[src/board_watchdog_map.svh]
/*
  Register offsets, field positions, reset values and timing counts of the board
  watchdog with run indicator. Assumes a 250 MHz block clock.
*/
`ifndef BOARD_WATCHDOG_MAP_SVH
`define BOARD_WATCHDOG_MAP_SVH

`define WD_INDEX_PORT_ADDR      8'h45
`define WD_DATA_PORT_ADDR       8'h46
`define WD_CONFIG_INDEX         8'h0b
`define WD_TRIGGER_INDEX        8'h55
`define WD_KILL_VALUE           8'h55

`define WD_ARM_BIT              0
`define WD_TSEL_LSB             1
`define WD_TSEL_MSB             3
`define WD_FLAG_BIT             4
`define WD_RUN_LSB              6
`define WD_RUN_MSB              7

`define WD_CONFIG_RESET         8'h00

`define WD_CLOCK_HZ             250000000
`define WD_BASE_TIMEOUT_MS      250
`define WD_BASE_TIMEOUT_CYCLES  ((`WD_CLOCK_HZ / 1000) * `WD_BASE_TIMEOUT_MS)
`define WD_TIMEOUT_CODE5_MS     8100
`define WD_TIMEOUT_CODE6_MS     16100
`define WD_TIMEOUT_CODE7_MS     32200
`define WD_FLASH_1HZ_HALF_MS    500
`define WD_FLASH_2HZ_HALF_MS    250
`define WD_RESET_PULSE_CYCLES   16

`endif

[src/board_watchdog_pkg.sv]
/*
  Types for the board watchdog. Constants live in board_watchdog_map.svh.
*/
package board_watchdog_pkg;
    typedef enum logic [1:0] {
        RUN_OFF,
        RUN_ON,
        RUN_FLASH_1HZ,
        RUN_FLASH_2HZ
    } run_mode_e;

    typedef enum logic [1:0] {
        WD_IDLE,
        WD_ARMED,
        WD_RUNNING
    } wd_state_e;
endpackage : board_watchdog_pkg

[src/board_watchdog.sv]
/*
  Board watchdog with run indicator, reached over an 8-bit index/data I/O port pair.
  Assumes a single 250 MHz clock, io strobes synchronous to it, one cycle long,
  and that the generated boardReset feeds the board reset tree outside rst_b so
  that the reset-occurred flag survives it.
*/
// Summary of operation
// - Timeout while running asserts board reset.
// - Bits 7:6 select LED off/on/1Hz/2Hz.
// - Bits 3:1 select 0.25s to 32.2s timeout.
// - Arm bit arms but does not start.
// - Next trigger write starts countdown after arming.
// - Reset-occurred flag set by watchdog reset.
// - Flag clears only on rst_b or after writing one then zero.
// - Watchdog idle until first trigger event.
// - Writing 55h to trigger resets board immediately while the arm bit is set.
`include "board_watchdog_map.svh"
`timescale 1ns/10ps
`default_nettype none

module board_watchdog #(
    parameter int unsigned BASE_CYCLES = `WD_BASE_TIMEOUT_CYCLES,
    parameter int unsigned HALF_1HZ    = (`WD_CLOCK_HZ / 1000) * `WD_FLASH_1HZ_HALF_MS,
    parameter int unsigned HALF_2HZ    = (`WD_CLOCK_HZ / 1000) * `WD_FLASH_2HZ_HALF_MS
) (
    input  wire logic       clock,
    input  wire logic       rst_b,
    input  wire logic       ioWrite,
    input  wire logic       ioRead,
    input  wire logic [7:0] ioAddr,
    input  wire logic [7:0] ioWriteData,
    output logic      [7:0] ioReadData,
    output logic            boardReset,
    output logic            runLed
);
    logic [7:0]  index_reg, index_next;
    logic [7:0]  cfg_reg, cfg_next;
    logic        flagOneSeen_reg, flagOneSeen_next;
    logic [7:0]  rdata_reg, rdata_next;
    board_watchdog_pkg::wd_state_e state_reg, state_next;
    logic [35:0] count_reg, count_next;
    logic [4:0]  rstCnt_reg, rstCnt_next;
    logic [31:0] blink_reg, blink_next;
    logic        blinkLvl_reg, blinkLvl_next;

    logic        dataWr;
    logic        cfgWr;
    logic        trigWr;
    logic        fire;
    logic [35:0] reload;
    logic [31:0] halfPeriod;

    // Products are formed at 36 bits: 32.2 s of full-rate cycles overflows 32 bits.
    localparam logic [35:0] MS_CYCLES = 36'(BASE_CYCLES / `WD_BASE_TIMEOUT_MS);

    assign dataWr = ioWrite && (ioAddr == `WD_DATA_PORT_ADDR);
    assign cfgWr  = dataWr && (index_reg == `WD_CONFIG_INDEX);
    assign trigWr = dataWr && (index_reg == `WD_TRIGGER_INDEX);

    // Codes 5..7 are not exact doublings, so they take their own printed times.
    always_comb begin
        case (cfg_reg[`WD_TSEL_MSB:`WD_TSEL_LSB])
            3'h5:    reload = MS_CYCLES * 36'(`WD_TIMEOUT_CODE5_MS);
            3'h6:    reload = MS_CYCLES * 36'(`WD_TIMEOUT_CODE6_MS);
            3'h7:    reload = MS_CYCLES * 36'(`WD_TIMEOUT_CODE7_MS);
            default: reload = 36'(BASE_CYCLES) << cfg_reg[`WD_TSEL_MSB:`WD_TSEL_LSB];
        endcase
    end

    always_comb begin
        index_next       = index_reg;
        cfg_next         = cfg_reg;
        flagOneSeen_next = flagOneSeen_reg;
        rdata_next       = rdata_reg;
        if (ioWrite && (ioAddr == `WD_INDEX_PORT_ADDR)) begin
            index_next = ioWriteData;
        end
        if (ioRead && (ioAddr == `WD_DATA_PORT_ADDR)) begin
            rdata_next = (index_reg == `WD_CONFIG_INDEX) ? cfg_reg : 8'h00;
        end
        if (cfgWr) begin
            cfg_next[`WD_RUN_MSB:`WD_RUN_LSB]   = ioWriteData[`WD_RUN_MSB:`WD_RUN_LSB];
            cfg_next[`WD_TSEL_MSB:`WD_TSEL_LSB] = ioWriteData[`WD_TSEL_MSB:`WD_TSEL_LSB];
            cfg_next[`WD_ARM_BIT]               = ioWriteData[`WD_ARM_BIT];
            if (ioWriteData[`WD_FLAG_BIT]) begin
                flagOneSeen_next = 1'b1;
            end else if (flagOneSeen_reg) begin
                cfg_next[`WD_FLAG_BIT] = 1'b0;
                flagOneSeen_next       = 1'b0;
            end
        end
        // A watchdog reset in the same cycle as a clear keeps the flag set.
        if (fire) begin
            cfg_next[`WD_FLAG_BIT] = 1'b1;
        end
        cfg_next[5] = 1'b0;
    end

    always_comb begin
        state_next  = state_reg;
        count_next  = count_reg;
        rstCnt_next = (rstCnt_reg != 5'h00) ? rstCnt_reg - 5'h01 : 5'h00;
        fire        = 1'b0;
        case (state_reg)
            board_watchdog_pkg::WD_IDLE: begin
                if (cfg_reg[`WD_ARM_BIT]) begin
                    state_next = board_watchdog_pkg::WD_ARMED;
                end
            end
            board_watchdog_pkg::WD_ARMED: begin
                if (!cfg_reg[`WD_ARM_BIT]) begin
                    state_next = board_watchdog_pkg::WD_IDLE;
                end else if (trigWr) begin
                    state_next = board_watchdog_pkg::WD_RUNNING;
                    count_next = reload;
                end
            end
            board_watchdog_pkg::WD_RUNNING: begin
                if (!cfg_reg[`WD_ARM_BIT]) begin
                    state_next = board_watchdog_pkg::WD_IDLE;
                end else if (trigWr) begin
                    count_next = reload;
                end else if (count_reg <= 36'h1) begin
                    fire = 1'b1;
                end else begin
                    count_next = count_reg - 36'h1;
                end
            end
            default: state_next = board_watchdog_pkg::WD_IDLE;
        endcase
        if (trigWr && (ioWriteData == `WD_KILL_VALUE) && cfg_reg[`WD_ARM_BIT]) begin
            fire = 1'b1;
        end
        if (fire) begin
            state_next  = board_watchdog_pkg::WD_IDLE;
            rstCnt_next = 5'(`WD_RESET_PULSE_CYCLES);
        end
    end

    always_comb begin
        case (board_watchdog_pkg::run_mode_e'(cfg_reg[`WD_RUN_MSB:`WD_RUN_LSB]))
            board_watchdog_pkg::RUN_FLASH_1HZ: halfPeriod = HALF_1HZ;
            default:                           halfPeriod = HALF_2HZ;
        endcase
        blinkLvl_next = blinkLvl_reg;
        blink_next    = blink_reg + 32'h1;
        if (blink_reg >= halfPeriod - 32'h1) begin
            blink_next    = 32'h0;
            blinkLvl_next = !blinkLvl_reg;
        end
    end

    always_ff @(posedge clock) begin
        if (!rst_b) begin
            index_reg       <= 8'h00;
            cfg_reg         <= `WD_CONFIG_RESET;
            flagOneSeen_reg <= 1'b0;
            rdata_reg       <= 8'h00;
            state_reg       <= board_watchdog_pkg::WD_IDLE;
            count_reg       <= 36'h0;
            rstCnt_reg      <= 5'h00;
            blink_reg       <= 32'h0;
            blinkLvl_reg    <= 1'b0;
        end else begin
            index_reg       <= index_next;
            cfg_reg         <= cfg_next;
            flagOneSeen_reg <= flagOneSeen_next;
            rdata_reg       <= rdata_next;
            state_reg       <= state_next;
            count_reg       <= count_next;
            rstCnt_reg      <= rstCnt_next;
            blink_reg       <= blink_next;
            blinkLvl_reg    <= blinkLvl_next;
        end
    end

    assign ioReadData = rdata_reg;
    assign boardReset = (rstCnt_reg != 5'h00);
    always_comb begin
        case (board_watchdog_pkg::run_mode_e'(cfg_reg[`WD_RUN_MSB:`WD_RUN_LSB]))
            board_watchdog_pkg::RUN_OFF: runLed = 1'b0;
            board_watchdog_pkg::RUN_ON:  runLed = 1'b1;
            default:                     runLed = blinkLvl_reg;
        endcase
    end
endmodule : board_watchdog

`default_nettype wire

[config.mk]
export PLATFORM = sky130hd
export DESIGN_NAME = board_watchdog
export DESIGN_NICKNAME = d
export VERILOG_FILES = /design/src/board_watchdog_pkg.sv /design/src/board_watchdog.sv
export VERILOG_INCLUDE_DIRS = /design/src /design/src/src
export SDC_FILE = /design/constraint.sdc
export NUM_CORES = 1
export LEC_CHECK = 0
export ABC_AREA = 1
export BUFFER_PORTS_ARGS = -buffer_cell sky130_fd_sc_hd__buf_2
export CAP_MARGIN = 30
export CORE_MARGIN = 5
export CORE_UTILIZATION = 62
export CTS_CLUSTER_DIAMETER = 120
export DETAILED_ROUTE_END_ITERATION = 10
export PLACE_DENSITY = 0.82
export SLEW_MARGIN = 15
export SYNTH_ARGS = -nofsm -noshare
export SYNTH_HDL_FRONTEND = slang
export SYNTH_SLANG_ARGS = --single-unit
[constraint.sdc]
create_clock -name clock -period 2.8 [get_ports clock]
set_input_delay 0.42 -clock clock [delete_from_list [all_inputs] [get_ports clock]]
set_output_delay 0.42 -clock clock [all_outputs]
set_load 0.005 [all_outputs]
==> results.json <==
{
  "synth_cell_types": 44,
  "fin_skew_ns": 0.007669,
  "grt.overflow.total": 0,
  "ios": 30,
  "clock.fmax_ghz": 0.4142,
  "drt_iter0_drc": 432,
  "initial_core_util": 0.6385,
  "die-area_mm2": 0.01222,
  "drv_slew": 0,
  "synth_cells": 947,
  "min_period_ns": 2.414,
  "postCtsSetupBuffers": 0,
  "end_kind": "register",
  "wl_per_cell_um": 13.12,
  "ys_seq_area_frac": 0.3161,
  "area_growth_syn_to_layout_pct": 7.444,
  "yosys_warnings": 0,
  "crit_top_cell": "nand2_1",
  "synth_top_cell_by_area": "dfxtp_1",
  "rsz0062_at_grt": "false",
  "cts_tree": "yes",
  "grt_max_degree": 33,
  "cp_slowest_stage_delay_ns": 0.38,
  "pre_cts_ws_ns": 0.3891,
  "use_met2": 0.3827,
  "totalWireLength_um": 14600,
  "drive_above_1_share": 0.1204,
  "h-tree-depth": 3,
  "busiest_layer": "met2",
  "antenna_found_initial": 0,
  "antenna_violating_nets_post_route": 0,
  "die_w_um": 110.6,
  "netlist.area_leader.share": 0.3161,
  "diodes": 0,
  "route.detailed.drc": 0,
  "clk_pin_slew_ns": 0.09,
  "worst_slew_pin_slew_ns": 0.7126,
  "tns_ns": 0,
  "cp-start-kind": "register",
  "place_congestion": 0.9639,
  "setup.worst_path.class": "register to register",
  "grt_pass1_wl_um": 25270,
  "clock-root-buffer": "clkbuf_8",
  "slowest_stage": "dfxtp_1",
  "setup_viol": 0,
  "maxSlewHeadroom": 0.5244,
  "power_leakage_uw": 0.002990,
  "layout.nets": 1022,
  "cap_violations": 0,
  "holdWs_ns": 0.3055,
  "largest_reg_flops": 36,
  "via_count": 5953,
  "cts_sinks": 99,
  "ys_ff_latch": 99,
  "die_y_um": 110.6,
  "fp-row-count": 36,
  "cts_resized": 0,
  "syn_area_per_cell_um2": 6.621,
  "peakVddDrop_mv": 0.5279,
  "crit_chain": "inv_1 -> nand2_1 -> inv_1 -> ha_1 -> a21oi_1 -> o21ai_0 -> a21oi_1 -> nand2_1 -> nand2_1 -> nand2_1 -> nor2_2 -> inv_1 -> nor2_1",
  "hpwl_um": 10930,
  "fill_cells": 891,
  "r2r_slack_ns": 0.39,
  "grtUsageTotal": 0.2446,
  "cp_max_fo": 23,
  "hold_viol_final": 0,
  "cp.required_ns": 3.11,
  "synth_area_leaders": "dfxtp_1 (32%), nor2_1 (12%), nand2_1 (12%)",
  "postCtsHoldBufs": 0,
  "grt_pass1_vias": 5454,
  "use_met3": 0.06455,
  "worstHoldPathType": "input pin to register",
  "syn_area_mm2": 0.006270,
  "cts.path.max_buffers": 2,
  "first_pass_iters": 5,
  "fp.coreArea_mm2": 0.009819,
  "outcome": "completed",
  "layout_setup_ws_ns": 0.3859,
  "io_buffers": 28,
  "cts_buffers": 9,
  "met1_usage": 0.3319,
  "viasPerCell": 5.349,
  "clk_latency_ns": 0.39,
  "critical_path_arrival_ns": 2.72,
  "p_per_area_mw_per_mm2": 400.2,
  "fin_crit_sh": 0.8622,
  "utilization": 0.6860
}
==> cell families after synthesis <==
family,after synthesis,synth area share
adder cells (fa/ha/maj),26,0.05189
AND/OR/NAND/NOR,537,0.3820
other,1,0.0005981
AO/OA/AOI/OAI,120,0.1096
XOR/XNOR,36,0.05029
flip-flops,99,0.3161
buffers and inverters,127,0.08780
multiplexers,1,0.001796
==> layout make-up <==
| class | instances | area, um2 | area share |
|---|---|---|---|
| Clock buffer | 9 | 123.9 | 0.01839 |
| Clock inverter | 6 | 91.34 | 0.01356 |
| Inverter | 102 | 385.4 | 0.05721 |
| Multi-Input combinational cell | 725 | 3752 | 0.5570 |
| Sequential cell | 99 | 1982 | 0.2942 |
| Tap cell | 133 | 166.4 | 0.02470 |
| Timing Repair Buffer | 39 | 235.2 | 0.03492 |
==> worst max-delay path, delay by kind of cell, from the launching register on <==
kind	cells	cell delay [ns]
simple gates	6	0.70
buf+inv	3	0.55
compound gates	3	0.40
fa+ha+maj	1	0.32
flops	1	0.38
==> worst paths after layout <==
kind,from,end,cells after the start
setup / recovery,cfg_reg[6]$_SDFFE_PN0P_,blink_reg[20]$_SDFF_PP0_,13
hold / removal,ioWriteData[7],cfg_reg[7]$_SDFFE_PN0P_,3
setup reg to reg,cfg_reg[6]$_SDFFE_PN0P_,blink_reg[20]$_SDFF_PP0_,13
hold reg to reg,rstCnt_reg[0]$_SDFF_PP0_,rstCnt_reg[0]$_SDFF_PP0_,1
==> stage by stage <==
step | cells | total power [uW] | area, um2
6_report | 1113 | 2696 | 6736
3_3_place_gp | 1098 | 1702 | 6521
5_1_grt | 1113 | 2811 | 6736
3_5_place_dp | 1098 | 1714 | 6521
4_1_cts | 1113 | 2725 | 6736
2_1_floorplan | 951 | 1647 | 6285
==> where the power goes <==
| group | internal (uW) | switching (uW) | leakage [uW] | total, uW |
|---|---|---|---|---|
| logic | 96.4 | 119 | 0.00209 | 215 |
| clock network | 499 | 520 | 0.0000975 | 1020 |
| registers | 1440 | 21.7 | 0.000800 | 1460 |
| total | 2040 | 660 | 0.00299 | 2700 |
==> metal layers <==
layer,share of wire,vias to the layer above
met5,0,-
met4,0.019,0
met3,0.070,28
met2,0.45,186
met1,0.46,2656
li1,-,3083
==> cell usage in the layout, fill, tap and decap left out, types with 10 or more instances in the layout <==
cell type    n
o21ai_1     14
nor2_1     199
a21oi_1     36
nor3_1      19
inv_1       97
buf_2       28
nand4_1     21
xor2_1      23
nand3_1     48
nand3_2     11
buf_4       10
dfxtp_1     99
a21oi_2     16
xnor2_1     13
nand2_1    196
o21ai_0     44
ha_1        26
==> cells in the mapped netlist, drive strengths merged <==
cell and count:
nor2 213, nand2 205, inv 101, dfxtp 99
nand3 60, o21ai 58, a21oi 52, ha 26
xor2 23, nand4 22, nor3 21, buf 19
xnor2 13, clkbuf 6, nand3b 6, o211ai 5
or2 5, nor4 4, a211oi 1, a21boi 1
a31o 1, and2 1, clkinv 1, conb 1
mux2 1, o21a 1, o21bai 1
No activity file was read; power rests on OpenSTA's default activity.
